**src/logic/ssd_pkg.sv**
```systemverilog
// constants and types for the step/direction front end
package ssd_pkg;
  localparam int unsigned NUM_AXES      = 4;
  localparam int unsigned POS_W         = 32;
  localparam int unsigned CLK_HZ        = 20_000_000;
  // idle time before current reduction, in milliseconds
  localparam int unsigned IDLE_MIN_MS   = 500;
  localparam int unsigned IDLE_MAX_MS   = 700;
  // midpoint of the allowed window, rounded to whole cycles
  localparam int unsigned IDLE_CYCLES   = (CLK_HZ / 1000) * ((IDLE_MIN_MS + IDLE_MAX_MS) / 2);
  // over-temperature threshold window, degrees celsius
  localparam logic [7:0]  TEMP_MIN_C    = 8'h46;
  localparam logic [7:0]  TEMP_MAX_C    = 8'h55;
  localparam logic [7:0]  TEMP_LIMIT_RST = 8'h50;
  // register byte offsets
  localparam logic [7:0]  REG_SWITCH    = 8'h00;
  localparam logic [7:0]  REG_STATUS    = 8'h04;
  localparam logic [7:0]  REG_TLIMIT    = 8'h08;
  localparam logic [7:0]  REG_POS0      = 8'h10;
  // switch bank reset value: xyz current on, rest off
  localparam logic [7:0]  SWITCH_RST    = 8'h40;
  // field positions in the switch register
  localparam int unsigned SW_RES_LSB    = 0;
  localparam int unsigned SW_CCUR_LSB   = 4;
  localparam int unsigned SW_XYZCUR_BIT = 6;
  localparam int unsigned SW_AUX_BIT    = 7;
  // current codes, tenths of an ampere
  localparam logic [5:0]  CUR_1A4       = 6'h0e;
  localparam logic [5:0]  CUR_2A0       = 6'h14;
  localparam logic [5:0]  CUR_2A8       = 6'h1c;
  localparam logic [5:0]  CUR_3A5       = 6'h23;
  // microsteps per full step
  localparam logic [3:0]  USTEP_FINE    = 4'ha;
  localparam logic [3:0]  USTEP_COARSE  = 4'h5;
  typedef enum logic {SSD_AUX_PWM, SSD_AUX_BRAKE} ssd_aux_t;
endpackage

```
**src/logic/ssd_axis.sv**
```systemverilog
// one axis: step edge detection and position counter
`timescale 1ns/1ns
module ssd_axis #(
  parameter int unsigned POS_W = 32
) (
  input  wire logic             core_clk,
  input  wire logic             reset,
  input  wire logic             stepSync,
  input  wire logic             dirSync,
  output logic                  stepEvent,
  output logic [POS_W-1:0]      position
);
  logic             stepPrev_q;
  logic             stepPrev_d;
  logic [POS_W-1:0] pos_q;
  logic [POS_W-1:0] pos_d;
  logic             event_q;
  logic             event_d;

  // rising edge only moves the axis, direction taken at the edge
  always_comb
  begin
    stepPrev_d = stepSync;
    event_d    = stepSync & ~stepPrev_q;
    pos_d      = pos_q;
    if (event_d)
    begin
      if (dirSync)
        pos_d = pos_q + POS_W'(1);
      else
        pos_d = pos_q - POS_W'(1);
    end
  end

  // registers
  always_ff @(posedge core_clk)
  begin
    if (reset)
    begin
      stepPrev_q <= 1'b0;
      pos_q      <= '0;
      event_q    <= 1'b0;
    end
    else
    begin
      stepPrev_q <= stepPrev_d;
      pos_q      <= pos_d;
      event_q    <= event_d;
    end
  end

  assign stepEvent = event_q;
  assign position  = pos_q;
endmodule

```
**src/logic/ssd_top.sv**
```systemverilog
// step/direction front end with switch bank and wishbone registers
// Functional notes
// - Each axis has a resolution switch: off gives 1/10 step, on gives 1/5, default off.
// - Two switches pick C motor current 1.4, 2.0, 2.8 or 3.5 A, default 1.4 A.
// - One switch sets X, Y and Z current to 2.8 A when off or 3.5 A when on, default on.
// - One switch makes the 24V output an oscillation PWM drive when off, default, or a brake.
// - A step is taken only on a rising edge of an axis step input.
// - Current drops after 0.5 to 0.7 s with no step on any axis.
// - Over-temperature response fires when sensed temperature passes a 70 to 85 C limit.
//
// Chosen here: the placing of the registers and the Wishbone register port.
`timescale 1ns/1ns
module ssd_top #(
  parameter int unsigned IDLE_CYCLES = ssd_pkg::IDLE_CYCLES
) (
  input  wire logic                              core_clk,
  input  wire logic                              reset,
  input  wire logic [ssd_pkg::NUM_AXES-1:0]      stepIn,
  input  wire logic [ssd_pkg::NUM_AXES-1:0]      dirIn,
  input  wire logic [7:0]                        tempIn,
  input  wire logic                              wb_cyc_i,
  input  wire logic                              wb_stb_i,
  input  wire logic                              wb_we_i,
  input  wire logic [7:0]                        wb_adr_i,
  input  wire logic [3:0]                        wb_sel_i,
  input  wire logic [31:0]                       wb_dat_i,
  output logic [31:0]                            wb_dat_o,
  output logic                                   wb_ack_o,
  output logic [ssd_pkg::NUM_AXES*4-1:0]         ustepDiv,
  output logic [5:0]                             currentC,
  output logic [5:0]                             currentXyz,
  output logic                                   currentReduced,
  output logic                                   auxPwmMode,
  output logic                                   auxBrakeMode,
  output logic                                   overTemp
);
  localparam int unsigned N = ssd_pkg::NUM_AXES;
  localparam int unsigned W = ssd_pkg::POS_W;

  // input synchronisers, two stages each
  logic [N-1:0] stepMeta_q;
  logic [N-1:0] stepSync_q;
  logic [N-1:0] dirMeta_q;
  logic [N-1:0] dirSync_q;
  logic [7:0]   tempMeta_q;
  logic [7:0]   tempSync_q;
  // temperature word only taken once two synced samples agree
  logic [7:0]   tempStage_q;
  logic [7:0]   tempVal_q;
  logic [7:0]   tempVal_d;

  always_ff @(posedge core_clk)
  begin
    if (reset)
    begin
      stepMeta_q <= '0;
      stepSync_q <= '0;
      dirMeta_q  <= '0;
      dirSync_q  <= '0;
      tempMeta_q <= '0;
      tempSync_q <= '0;
      tempStage_q <= '0;
      tempVal_q  <= '0;
    end
    else
    begin
      stepMeta_q <= stepIn;
      stepSync_q <= stepMeta_q;
      dirMeta_q  <= dirIn;
      dirSync_q  <= dirMeta_q;
      tempMeta_q <= tempIn;
      tempSync_q <= tempMeta_q;
      tempStage_q <= tempSync_q;
      tempVal_q  <= tempVal_d;
    end
  end

  // per-axis edge detection and position
  logic [N-1:0] stepEvent;
  logic [W-1:0] position [N];

  genvar g;
  generate
    for (g = 0; g < N; g++)
    begin : gAxis
      ssd_axis #(
        .POS_W (W)
      ) uAxis (
        .core_clk  (core_clk),
        .reset     (reset),
        .stepSync  (stepSync_q[g]),
        .dirSync   (dirSync_q[g]),
        .stepEvent (stepEvent[g]),
        .position  (position[g])
      );
    end
  endgenerate

  // register state
  logic [7:0]  switch_q;
  logic [7:0]  switch_d;
  logic [7:0]  tLimit_q;
  logic [7:0]  tLimit_d;
  logic [31:0] idleCnt_q;
  logic [31:0] idleCnt_d;
  logic        reduced_q;
  logic        reduced_d;
  logic        hot_q;
  logic        hot_d;
  logic        ack_q;
  logic        ack_d;
  logic [31:0] rdat_q;
  logic [31:0] rdat_d;
  logic [N*4-1:0] div_q;
  logic [N*4-1:0] div_d;
  logic [5:0]  curC_q;
  logic [5:0]  curC_d;
  logic [5:0]  curXyz_q;
  logic [5:0]  curXyz_d;
  logic        auxPwm_q;
  logic        auxPwm_d;
  logic        auxBrake_q;
  logic        auxBrake_d;

  logic        busReq;
  logic [7:0]  limitWr;
  logic [7:0]  posOff;
  integer      i;

  // bus access, idle timer, temperature and switch decode
  always_comb
  begin
    busReq     = wb_cyc_i & wb_stb_i & ~ack_q;
    switch_d   = switch_q;
    tLimit_d   = tLimit_q;
    ack_d      = busReq;
    rdat_d     = rdat_q;
    idleCnt_d  = idleCnt_q;
    reduced_d  = reduced_q;
    limitWr    = tLimit_q;
    posOff     = 8'h00;
    // register write and read
    if (busReq && wb_we_i && wb_sel_i[0])
    begin
      if (wb_adr_i == ssd_pkg::REG_SWITCH)
        switch_d = wb_dat_i[7:0];
      else if (wb_adr_i == ssd_pkg::REG_TLIMIT)
      begin
        // limit is clamped into the allowed window
        limitWr = wb_dat_i[7:0];
        if (limitWr < ssd_pkg::TEMP_MIN_C)
          limitWr = ssd_pkg::TEMP_MIN_C;
        if (limitWr > ssd_pkg::TEMP_MAX_C)
          limitWr = ssd_pkg::TEMP_MAX_C;
        tLimit_d = limitWr;
      end
    end
    if (busReq && !wb_we_i)
    begin
      rdat_d = 32'h0000_0000;
      case (wb_adr_i)
        ssd_pkg::REG_SWITCH: rdat_d = {24'h00_0000, switch_q};
        ssd_pkg::REG_STATUS: rdat_d = {16'h0000, tempVal_q, 6'h00, hot_q, reduced_q};
        ssd_pkg::REG_TLIMIT: rdat_d = {24'h00_0000, tLimit_q};
        default:
        begin
          for (i = 0; i < N; i++)
          begin
            posOff = ssd_pkg::REG_POS0 + 8'(i * 4);
            if (wb_adr_i == posOff)
              rdat_d = position[i];
          end
        end
      endcase
    end
    // no step for the idle time drops the current
    if (|stepEvent)
    begin
      idleCnt_d = 32'h0000_0000;
      reduced_d = 1'b0;
    end
    else if (idleCnt_q >= 32'(IDLE_CYCLES - 1))
      reduced_d = 1'b1;
    else
      idleCnt_d = idleCnt_q + 32'h0000_0001;
    // a torn multi-bit sample never reaches the compare
    tempVal_d = (tempSync_q == tempStage_q) ? tempSync_q : tempVal_q;
    // over-temperature with one degree of hysteresis
    hot_d = hot_q;
    if (tempVal_q >= tLimit_q)
      hot_d = 1'b1;
    else if (tempVal_q < tLimit_q - 8'h01)
      hot_d = 1'b0;
    // switch bank decode
    for (i = 0; i < N; i++)
      div_d[i*4 +: 4] = switch_q[ssd_pkg::SW_RES_LSB + i] ? ssd_pkg::USTEP_COARSE
                                                          : ssd_pkg::USTEP_FINE;
    case (switch_q[ssd_pkg::SW_CCUR_LSB +: 2])
      2'h0:    curC_d = ssd_pkg::CUR_1A4;
      2'h1:    curC_d = ssd_pkg::CUR_2A0;
      2'h2:    curC_d = ssd_pkg::CUR_2A8;
      default: curC_d = ssd_pkg::CUR_3A5;
    endcase
    curXyz_d = switch_q[ssd_pkg::SW_XYZCUR_BIT] ? ssd_pkg::CUR_3A5
                                                : ssd_pkg::CUR_2A8;
    auxBrake_d = (switch_q[ssd_pkg::SW_AUX_BIT] == ssd_pkg::SSD_AUX_BRAKE);
    auxPwm_d   = ~auxBrake_d;
  end

  // registers
  always_ff @(posedge core_clk)
  begin
    if (reset)
    begin
      switch_q   <= ssd_pkg::SWITCH_RST;
      tLimit_q   <= ssd_pkg::TEMP_LIMIT_RST;
      idleCnt_q  <= 32'h0000_0000;
      reduced_q  <= 1'b0;
      hot_q      <= 1'b0;
      ack_q      <= 1'b0;
      rdat_q     <= 32'h0000_0000;
      div_q      <= {N{ssd_pkg::USTEP_FINE}};
      curC_q     <= ssd_pkg::CUR_1A4;
      curXyz_q   <= ssd_pkg::CUR_3A5;
      auxPwm_q   <= 1'b1;
      auxBrake_q <= 1'b0;
    end
    else
    begin
      switch_q   <= switch_d;
      tLimit_q   <= tLimit_d;
      idleCnt_q  <= idleCnt_d;
      reduced_q  <= reduced_d;
      hot_q      <= hot_d;
      ack_q      <= ack_d;
      rdat_q     <= rdat_d;
      div_q      <= div_d;
      curC_q     <= curC_d;
      curXyz_q   <= curXyz_d;
      auxPwm_q   <= auxPwm_d;
      auxBrake_q <= auxBrake_d;
    end
  end

  // outputs straight from flip-flops
  assign wb_ack_o       = ack_q;
  assign wb_dat_o       = rdat_q;
  assign ustepDiv       = div_q;
  assign currentC       = curC_q;
  assign currentXyz     = curXyz_q;
  assign currentReduced = reduced_q;
  assign auxPwmMode     = auxPwm_q;
  assign auxBrakeMode   = auxBrake_q;
  assign overTemp       = hot_q;
endmodule

```
**config.mk**
```make
export PLATFORM = sky130hd
export DESIGN_NAME = ssd_top
export DESIGN_NICKNAME = d
export VERILOG_FILES = /design/src/logic/ssd_pkg.sv /design/src/logic/ssd_axis.sv /design/src/logic/ssd_top.sv
export SDC_FILE = /design/constraint.sdc
export NUM_CORES = 1
export LEC_CHECK = 0
export ABC_CLOCK_PERIOD_IN_PS = 5200
export BUFFER_PORTS_ARGS = -buffer_cell sky130_fd_sc_hd__buf_2
export CAP_MARGIN = 10
export CORE_ASPECT_RATIO = 0.75
export CORE_MARGIN = 2
export CORE_UTILIZATION = 65
export DETAILED_ROUTE_END_ITERATION = 12
export PLACE_DENSITY = 0.85
export SYNTH_ARGS = -nofsm -noshare
export SYNTH_HDL_FRONTEND = slang
export SYNTH_SLANG_ARGS = --single-unit
export TNS_END_PERCENT = 50
```
**constraint.sdc**
```tcl
create_clock -name core_clk -period 5.2 [get_ports core_clk]
set_input_delay 0.52 -clock core_clk [delete_from_list [all_inputs] [get_ports core_clk]]
set_output_delay 0.52 -clock core_clk [all_outputs]
set_load 0.01 [all_outputs]
```
After elaboration in Yosys (flattened, before gate mapping) --
Cells that the tools add are included.
Word-level totals: register bits 297, bits in latches 0, memory bits (writable) 0, memory bits (read-only) 0, bits of input ports 65, output and inout bits 65, word-level logic and storage cells 101, memories kept 0
Operators by class: $add $sub $neg 10, multiply operators 0, div/mod/pow operators 0, $lt $le $gt $ge 5, equality and inequality tests 9, shifts and indexed selects 0, muxes and demuxes 22, bitwise operators 13, reductions and logical operators 10
Operator list (count):
- $mux W32 | 8
- $add A32 B1 Y32 const B | 5
- $sub A32 B1 Y32 const B | 4
- $pmux W32 S3 | 1
- $mux W8 | 5
- $eq A8 B5 Y1 const B | 4
- $ge A32 B24 Y1 const B | 1
- $pmux W6 S3 | 1
- $mux W4 | 4
- $eq A8 B3 Y1 const B | 1
- $eq A8 B4 Y1 const B | 1
- $eq A8 B8 Y1 | 1
- $ge A8 B8 Y1 | 1
- $gt A8 B7 Y1 const B | 1
- $logic_not A8 Y1 | 1
- $lt A8 B7 Y1 const B | 1
- $lt A8 B8 Y1 | 1
- $sub A8 B1 Y8 const B | 1
- $not A1 Y1 | 7
- $and A1 B1 Y1 | 6
- $mux W6 | 1
- $reduce_or A5 Y1 | 1
- $logic_and A1 B1 Y1 | 3
- $reduce_and A3 Y1 | 1
- other kinds (7) | 8

Longest topological paths before layout --
Gate-level depths: netlist (run 1).
depth in word-level cells 7, gate-level depth with buffers 13, gate-level depth less buffers 13

Cells and area by module --
Synthesis (run 1) repeated with hierarchy kept, for this count alone.
Unflattened totals: cells, all modules 2275, area, all modules 18712.9 um2
By module, submodules not included:
- ssd_axis (gAxis[1].uAxis ...) | times used 3, cells each 393, area each 2986.6 um2, sequential area each 680.7 um2
- ssd_top | times used 1, cells each 729, area each 6905.4 um2, sequential area each 2962.8 um2
- ssd_axis (gAxis[0].uAxis) | times used 1, cells each 367, area each 2847.7 um2, sequential area each 680.7 um2

Least setup slack after synthesis (run 1) --
OpenSTA, ideal clock, no wires.
path kind reg-to-reg, start register dirSync_q[3], end register gAxis[3].uAxis.pos_q[31], setup time 0.070 ns, arrival 3.307 ns, data required time 5.130 ns, setup slack 1.823 ns, cell stages (with the launch flop) 13, buffers on the path 0, clock period less this slack 3.377 ns, cells stage by stage dfxtp_1 inv_1 ha_1 a211oi_1 nor4_1 o41a_1 o211ai_1 a21boi_2 a21oi_1 o21ai_1 xnor2_1 or3_1 a21oi_1
Between the ends: word-level cells in the longest chain between the ends 1
Ends and longest elaborated chain:
- start, declared | line ssd_top.sv:44 | logic [N-1:0] dirSync_q;
- start signal, assigned | line ssd_top.sv:70 | dirSync_q <= dirMeta_q;
- $mux W32 | line ssd_axis.sv:28 | if (dirSync)
- end signal, assigned | line ssd_axis.sv:47 | pos_q <= pos_d;
- end, declared | line ssd_axis.sv:15 | logic [POS_W-1:0] pos_q;
Every way passes these cells. A chain may end at the register's enable or synchronous reset.

Worst setup path after layout (run 1) --
Ends and elaborated chain as after synthesis.

==> results.toml, run 1 <==
[synthesis]
synth_area_per_cell_um2 = 8.34
syn_area_um2 = 17100
yosysWarnings = 0
syn_inst = 2051
synthesis.nets = 2261
synthDistinctLibCells = 85
synth_edf_count = 0
yosysSeqAreaShare = 0.332
synth_ff_type = "dfxtp_1"
synthArstFlopShare = 0
ys_ff_latch = 284

[timing]
fmax_ghz = 0.260
setup_tns_ps = 0
fin_skew_ps = 19.6
finalHoldViolCount = 0
timing.final.crit_period_ps = 3850
setup_viol = 0
slew_headroom = 0.250
min_period_over_period = 0.741
slew_violations = 0
rsz0062_at_grt = "no"
max_slew.worst_pin.slew_ps = 1120

[flow_run]
drv_cap = 0

[routing]
avgRoutedWirePerCell_um = 18.0
drcViolationCount = 0
wl_mm = 44.3
via_count = 15400
drtPass1Iterations = 7
drt_iter0_drc = 1531
via_per_inst = 6.25
drtAntennaViolNets = 0

[placement]
gp_congestion = 0.949
port_buffers = 102
dpl-instance-area_um2 = 17700
dp_hpwl_mm = 31.6

[clocking]
cts_root_buf = "clkbuf_16"
path_clk_slew_ps = 60
cts_setup_buffers = 0
cts_tree = "built"
clk_path_buf_depth = 3
cts-resized-gates = 0
cts.sinks = 284
cts_buffers = 28
clk_latency_ps = 560
hold_buffers = 0
htreeDepth = 1

[critical_path]
start_kind = "flop"
timing.rr.start = "dirSync_q[3]"
end_kind = "flop"
crit_type = "reg -> reg"
reg2reg_slack_ps = 1350
rr_worst_depth = 12
reg2reg_to = "gAxis[3].uAxis.position[31]"
cp.arrival_ps = 4330
required_ps = 5680
path_max_fanout = 13

[global_routing]
antenna_found_initial = 0
grt_max_degree = 168
grt_pass1_vias = 14200
grt_first_pass_wirelength_mm = 71.1
grt-ovfl-total = 0
grt_use_total = 0.318

[run_status]
status = "finished, final reports clean"

[worst_hold_path]
holdCritStartpoint = "tempIn[1]"
hold_class = "in -> reg"
min_path_cells = 2
holdPathEnd = "tempMeta_q[1]"

[floorplanning]
core.rowCount = 51
core_um2 = 25900
start_util = 0.660
die_x_um = 191
die_h_um = 144
io-pin-count = 130
dieArea_um2 = 27600

[power]
power.total_uw = 6200
power.leakage_uw = 0.00808
powerDensity_nw_per_um2 = 332
ir_drop_mv = 0.257

[cells_and_area]
fin_nets = 2306
drive_above_1_share = 0.109
multi_input_area_um2 = 10800
area_delta_synth_final_pct = 9.25
fillerInstances = 1955
regArea_um2 = 5690
antenna_cells = 0
final_area_um2 = 18700
-- where the power goes --
group	internal (µW)	total, µW	switching [µW]	leakage [µW]
logic	764	1740	975	0.00531
registers	2280	2390	109	0.00231
clock network	1210	2080	868	0.000457
total	4250	6200	1950	0.00808
-- stage by stage --
stage / instances / utilization / setup slack, ps / hold WS (ps)
6_report: 2461 / 0.721 / 1350 / 163
5_1_grt: 2461 / 0.721 / 1110 / 155
4_1_cts: 2461 / 0.721 / 1410 / 149
3_5_place_dp: 2410 / 0.685 / 1490 / 422
3_3_place_gp: 2410 / 0.685 / 1580 / 418
2_1_floorplan: 2051 / - / 1820 / 390
-- state kept, by name, indices dropped and copies added (netlist names), 5 cells and up --
name,flops
currentC,5
gAxis.uAxis.position,128
idleCnt_q,32
switch_q,8
tLimit_q,8
tempMeta_q,8
tempStage_q,8
tempSync_q,8
tempVal_q,8
ustepDiv,8
wb_dat_o,32
-- cell type report --
type	count	area share
multi-input combinational	1615	0.578
sequential	284	0.304
clock buffer	39	0.0424
timing repair buffer	118	0.0347
tap	344	0.0230
inverter	49	0.00984
clock inverter	12	0.00824
-- worst max path at each step --
stage,from,end,cells past startpoint
detailed placement,dirSync_q[3],gAxis[3].uAxis.position[31],12
floorplan,dirSync_q[3],gAxis[3].uAxis.position[31],12
CTS,dirSync_q[3],gAxis[3].uAxis.position[31],12
global placement,dirSync_q[3],gAxis[3].uAxis.position[31],12
global route,dirSync_q[3],gAxis[3].uAxis.position[31],12
finish,dirSync_q[3],gAxis[3].uAxis.position[31],12
-- metal layers --
layer  up-vias  GRT usage  wire length, µm
met5         -          0                0
met4         0     0.0644              727
met3        63     0.0439             3890
met2       647      0.517            19400
met1      7261      0.452            20300
li1       7404          -                -
-- cell usage after synthesis, types with 7 or more instances --
master,n,share of area
o21a_1,21,0.0092
nor4_1,10,0.0037
xnor2_1,88,0.045
clkbuf_1,73,0.016
nor2_1,152,0.033
dfxtp_1,284,0.33
mux2i_1,17,0.0099
a211oi_1,28,0.012
nand3_1,57,0.017
mux4_2,32,0.042
nor2b_1,65,0.024
a21oi_1,235,0.069
inv_1,49,0.011
a21o_1,65,0.029
ha_1,141,0.10
buf_4,13,0.0057
buf_1,11,0.0024
o21ai_1,7,0.0020
or3_1,18,0.0066
nor3_1,45,0.013
or2_2,7,0.0026
o21ai_0,71,0.021
o211ai_1,12,0.0053
o21bai_1,14,0.0061
a31oi_1,18,0.0066
and3_1,24,0.0088
a221oi_1,15,0.0077
nand2_1,300,0.066
nand2b_1,14,0.0051
nand4_1,21,0.0077
xor2_1,48,0.025
-- critical path, stage by stage, from the launching register on --
cell	delay (ps)
dfxtp_1	300
inv_1	410
ha_1	360
a211oi_1	420
nor4_1	150
o41a_1	450
o211ai_1	350
a21boi_2	170
a21oi_1	370
o21ai_1	160
xnor2_1	160
or3_1	320
a21oi_1	140
-- cell usage in the layout, fill, tap and decap left out, drive strengths merged, types with 48 or more instances in the layout --
cell	instances
xnor2	88
nand2	300
nor2	153
o21ai	81
xor2	48
nand3	57
dfxtp	284
nor2b	65
ha	141
inv	49
buf	118
a21o	65
a21oi	236
-- cells by family after synthesis --
logic type	share of synthesized area
xor+xnor	0.0696
fa+ha+maj	0.108
mux	0.0527
buf+inv	0.0374
flops	0.332
compound gates	0.199
simple gates	0.201
(Power assumes the default switching activity.)
==> inputs of run 2 (changes only) <==
--- a/config.mk
+++ b/config.mk
@@ -5,14 +5,14 @@
 export SDC_FILE = /design/constraint.sdc
 export NUM_CORES = 1
 export LEC_CHECK = 0
-export ABC_CLOCK_PERIOD_IN_PS = 5200
+export ABC_CLOCK_PERIOD_IN_PS = 3800
 export BUFFER_PORTS_ARGS = -buffer_cell sky130_fd_sc_hd__buf_2
 export CAP_MARGIN = 10
 export CORE_ASPECT_RATIO = 0.75
 export CORE_MARGIN = 2
-export CORE_UTILIZATION = 65
+export CORE_UTILIZATION = 61
 export DETAILED_ROUTE_END_ITERATION = 12
-export PLACE_DENSITY = 0.85
+export PLACE_DENSITY = 0.81
 export SYNTH_ARGS = -nofsm -noshare
 export SYNTH_HDL_FRONTEND = slang
 export SYNTH_SLANG_ARGS = --single-unit
==> constraint.sdc (replaced) <==
create_clock -name core_clk -period 3.8 [get_ports core_clk]
set_input_delay 0.38 -clock core_clk [delete_from_list [all_inputs] [get_ports core_clk]]
set_output_delay 0.38 -clock core_clk [all_outputs]
set_load 0.01 [all_outputs]
==> run 2 against run 1 <==
Net effect:
- sequential share of layout area shrank 0.073 points
- wire length shrank 1.6%
- core utilization shrank 4.7 points
- critical path type unchanged
- global-route usage shrank 2.3 points
- largest power group unchanged
==> results.toml, run 2 (synthesis gave the netlist of run 1 again) <==
[run_status]
status = "finished, final reports clean"

[critical_path]
crit_type = "reg -> reg"
path_max_fanout = 9
required_ps = 4270
reg2reg_slack_ps = 290
end_kind = "flop"
cp.arrival_ps = 3980
start_kind = "flop"

[cells_and_area]
layoutNonFillerInstCount = 2476
final_cell_mix = "nand2_1, dfxtp_1, a21oi_1"
fin_nets = 2308
drive_above_1_share = 0.113
layout_commonest_cell = "nand2_1"
antenna_cells = 0
largest_reg_flops = 128
final_area_um2 = 18700
area_delta_synth_final_pct = 9.52

[placement]
dp_hpwl_mm = 31.6
port_buffers = 102
placedCellCount = 2424
gp_congestion = 0.958
dpl-instance-area_um2 = 17800

[routing]
via_per_inst = 6.19
avgRoutedWirePerCell_um = 17.6
met3_length_mm = 4.08
wl_mm = 43.6
drt_iter0_drc = 1468
drt-met1-wl_mm = 20.0
top_layer_used = "met4"
wl_met2_mm = 18.7
drtPass1Iterations = 5
drcViolationCount = 0
via_count = 15300
drtAntennaViolNets = 0

[global_routing]
antenna_found_initial = 0
grt_first_pass_wirelength_mm = 70.7
grt-ovfl-total = 0
grt_pass1_vias = 14100
grt_use_total = 0.295
grt_max_degree = 118

[timing]
finalHoldViolCount = 0
rsz0062_at_grt = "no"
setup_tns_ps = 0
fmax_ghz = 0.285
timing.final.crit_period_ps = 3510
max_slew.worst_pin.slew_ps = 1270
fin_skew_ps = 28.5
setup_viol = 0
min_period_over_period = 0.923
slew_headroom = 0.157
slew_violations = 0

[clocking]
clk_latency_ps = 580
clk_path_buf_depth = 3
cts.sinks = 284
path_clk_slew_ps = 70
cts_setup_buffers = 0
cts_tree = "built"
htreeDepth = 1
cts_root_buf = "clkbuf_16"
cts_buffers = 28
cts-resized-gates = 0
hold_buffers = 0

[floorplanning]
dieArea_um2 = 29400
core_um2 = 27800
core.rowCount = 53
io-pin-count = 130
start_util = 0.616
die_x_um = 197
die_h_um = 149

[power]
powerDensity_nw_per_um2 = 453
power.leakage_uw = 0.00810
netSwitchingPower_uw = 2670
internal-power_uw = 5810
sw_frac_of_total = 0.315
p_seq_frac = 0.385
p_clk_frac = 0.337
pwr-share-comb = 0.278
ir_drop_mv = 0.442

[flow_run]
drv_cap = 0

[worst_hold_path]
hold_class = "in -> reg"
## run 2: critical path, stage by stage (launching register included)
cell	delay, ps
dfxtp_1	410
inv_1	210
fa_1	480
a211oi_1	290
o21ai_0	220
a211oi_1	460
o21ai_0	260
a41oi_1	370
a31oi_1	190
nand3_1	120
nand2_1	70
xor2_1	140
a21o_1	180
## run 2: per-stage QoR
step	utilization	hold slack [ps]	setup WS [ps]	power, µW
5_1_grt	0.674	21.6	29.2	8900
2_1_floorplan	-	390	423	5150
6_report	0.674	12.2	292	8480
3_3_place_gp	0.639	414	446	5540
3_5_place_dp	0.639	419	380	5610
4_1_cts	0.673	0.691	359	8470
## run 2: area by class of cell
type,instances,area (µm²)
clock inverters,9,86.3
well taps,357,447
inverters,49,184
repair buffers,120,659
flip-flops and latches,284,5690
fillers,2246,9050
clock buffers,42,873
multi-input cells,1615,10800
## run 2: final timing paths
check	cells after the start	endpoint	from
worst min register to register	1	tempSync_q[4]	tempMeta_q[4]
worst max register to register	12	gAxis[0].uAxis.position[30]	dirSync_q[0]
worst min-delay path	2	tempMeta_q[3]	tempIn[3]
worst max-delay path	12	gAxis[0].uAxis.position[30]	dirSync_q[0]
## run 2: power groups by stage
stage	clock network, µW	registers (µW)	logic, µW
6_report	2860	3260	2360
5_1_grt	3020	3270	2610
3_3_place_gp	0	3310	2230
2_1_floorplan	0	3260	1890
3_5_place_dp	0	3320	2290
4_1_cts	2900	3250	2320
## run 2: per-layer routing
layer | up-vias | track usage
li1 | 7402 | -
met1 | 7216 | 0.427
met2 | 634 | 0.460
met3 | 75 | 0.0504
met4 | 0 | 0.0695
met5 | - | 0
==> inputs of run 3 (changes only) <==
--- a/config.mk
+++ b/config.mk
@@ -5,14 +5,14 @@
 export SDC_FILE = /design/constraint.sdc
 export NUM_CORES = 1
 export LEC_CHECK = 0
-export ABC_CLOCK_PERIOD_IN_PS = 3800
+export ABC_CLOCK_PERIOD_IN_PS = 3000
 export BUFFER_PORTS_ARGS = -buffer_cell sky130_fd_sc_hd__buf_2
 export CAP_MARGIN = 10
 export CORE_ASPECT_RATIO = 0.75
 export CORE_MARGIN = 2
-export CORE_UTILIZATION = 61
+export CORE_UTILIZATION = 55
 export DETAILED_ROUTE_END_ITERATION = 12
-export PLACE_DENSITY = 0.81
+export PLACE_DENSITY = 0.77
 export SYNTH_ARGS = -nofsm -noshare
 export SYNTH_HDL_FRONTEND = slang
 export SYNTH_SLANG_ARGS = --single-unit
==> constraint.sdc (replaced) <==
create_clock -name core_clk -period 3 [get_ports core_clk]
set_input_delay 0.3 -clock core_clk [delete_from_list [all_inputs] [get_ports core_clk]]
set_output_delay 0.3 -clock core_clk [all_outputs]
set_load 0.01 [all_outputs]
==> run 3 against run 2 <==
Net effect:
- the flow now finishes with violations (setup timing)
- largest power group unchanged
- flip-flop and latch count unchanged
- clock skew is 15 ps lower
- combinational power increased by 72%
==> results.toml, run 3 (synthesis gave the netlist of run 1 again) <==
[timing]
min_period_over_period = 1.04
rsz0062_at_grt = "yes"
slew_violations = 0
slew_headroom = 0.331
setup_viol = 7
timing.final.crit_period_ps = 3130
finalHoldViolCount = 0
hold_ws_ps = 28.4
fmax_ghz = 0.320
fin_skew_ps = 13.4
fin_ws_ps = -127
max_slew.worst_pin.slew_ps = 1000

[power]
power.total_uw = 12100
powerDensity_nw_per_um2 = 555
ir_drop_mv = 0.491
power.leakage_uw = 0.00928

[placement]
dpl-instance-area_um2 = 19200
port_buffers = 102
dp_hpwl_mm = 35.2
gp_congestion = 0.935
place_ws_ps = -330

[floorplanning]
dieArea_um2 = 32500
core.rowCount = 55
die_x_um = 208
die_h_um = 157
io-pin-count = 130
core_um2 = 30400
start_util = 0.562

[critical_path]
cp.arrival_ps = 3610
crit_cells = 14
path_max_fanout = 13
start_kind = "flop"
path_cells = "clkinvlp_4 > buf_12 > ha_4 > a211oi_2 > buf_4 > or4b_4 > a211oi_4 > a221oi_2 > a21oi_4 > a311oi_2 > o21ba_2 > o21ai_2 > xor2_1 > a21o_1"
crit_family = "compound AO/OA/AOI/OAI gates"
end_kind = "flop"
critPathBufInv = 3
crit_type = "reg -> reg"
critPathMaxStageDelay_ps = 550
required_ps = 3480
rr_worst_depth = 14
reg2reg_slack_ps = -130
worst_path_max_delay_cell = "or4b_4"

[routing]
drtAntennaViolNets = 0
drcViolationCount = 0
via_per_inst = 6.02
drt_iter0_drc = 1486
avgRoutedWirePerCell_um = 18.9
drtPass1Iterations = 6
wl_mm = 51.4
via_count = 16400

[cells_and_area]
fillerInstances = 2173
layout_commonest_cell = "nand2_1"
fin_nets = 2512
final_cell_mix = "nand2_1, dfxtp_1, a21oi_1"
drive_above_1_share = 0.253
final_area_um2 = 21800
antenna_cells = 0
area_delta_synth_final_pct = 27.5
largest_reg_flops = 128

[clocking]
cts_buffers = 29
cts.sinks = 284
path_clk_slew_ps = 60
cts_root_buf = "clkbuf_16"
htreeDepth = 1
clk_latency_ps = 580
cts_tree = "built"
clk_path_buf_depth = 3

[global_routing]
grt_use_total = 0.297
grt_max_degree = 95
gr-usage-met1 = 0.403
grt_pass1_vias = 15400
use_met3 = 0.0546
busiest_layer = "met2"
grt_first_pass_wirelength_mm = 79.4
met2_usage = 0.485
grt-ovfl-total = 0
antenna_found_initial = 0

[run_status]
violations = "setup timing"
status = "complete, but fails checks"

[worst_hold_path]
min_path_cells = 3
hold_class = "in -> reg"

[flow_run]
drv_cap = 0
[run 3: cell types whose count changed in the layout (fill, tap and decap cells not counted), moves of 8 or more]
cell / delta
o21ai_1: +8
o21ai_0: -18
dlygate4sd3_1: +17
ha_4: +45
buf_4: +170
buf_6: +10
a21oi_2: +29
ha_1: -45
a211oi_1: -11
o21ai_2: +9
a21oi_1: -33
[run 3: cell type report]
| cell class | count | area (µm²) | share of cell area |
|---|---|---|---|
| clock buffers | 39 | 823 | 0.0378 |
| clock inverters | 14 | 198 | 0.00906 |
| inverters | 49 | 199 | 0.00912 |
| multi-input cells | 1615 | 12100 | 0.554 |
| flip-flops and latches | 284 | 5690 | 0.261 |
| well taps | 399 | 499 | 0.0229 |
| repair buffers | 322 | 2310 | 0.106 |
| repair inverters | 1 | 7.51 | 0.000344 |
[run 3: path summary, 6_finish.rpt]
kind	startpoint	endpoint
hold / removal	wb_dat_i[3]	switch_q[3]
setup reg to reg	dirSync_q[3]	gAxis[3].uAxis.position[30]
hold reg to reg	dirMeta_q[1]	dirSync_q[1]
setup / recovery	dirSync_q[3]	gAxis[3].uAxis.position[30]
[run 3: report_power, final]
group / internal [µW] / switching, µW
sequential: 3940 / 219
combinational: 1980 / 2080
clock: 2280 / 1590
[run 3: per-layer routing]
metal  routed length (µm)  share of wire  vias to the layer above
li1                     -              -                     7815
met1                22400           0.44                     7830
met2                23300           0.45                      630
met3                 4090          0.079                      119
met4                 1620          0.031                        0
met5                    0              0                        -
[run 3: through the flow]
step	instances	setup TNS [ps]	util
2_1_floorplan	2051	-2090	-
3_3_place_gp	2626	-1210	0.631
3_5_place_dp	2626	-2470	0.631
4_1_cts	2708	-366	0.687
5_1_grt	2723	-3280	0.717
6_report	2723	-400	0.717
[run 3: tightest hold or removal path, delay by kind of cell]
kind	cells	cell delay, ps
buffers and inverters	1	120
multiplexers	1	70
AND/OR/NAND/NOR	1	70
[run 3: repair_timing]
action | CTS | global route
cloned | 2 | 0
hold buffers | 17 | 0
hold endpoints to repair | 17 | 0
pin swaps | 24 | 87
buffers inserted | 10 | 18
setup endpoints to repair | 28 | 45
resized for setup | 70 | 143
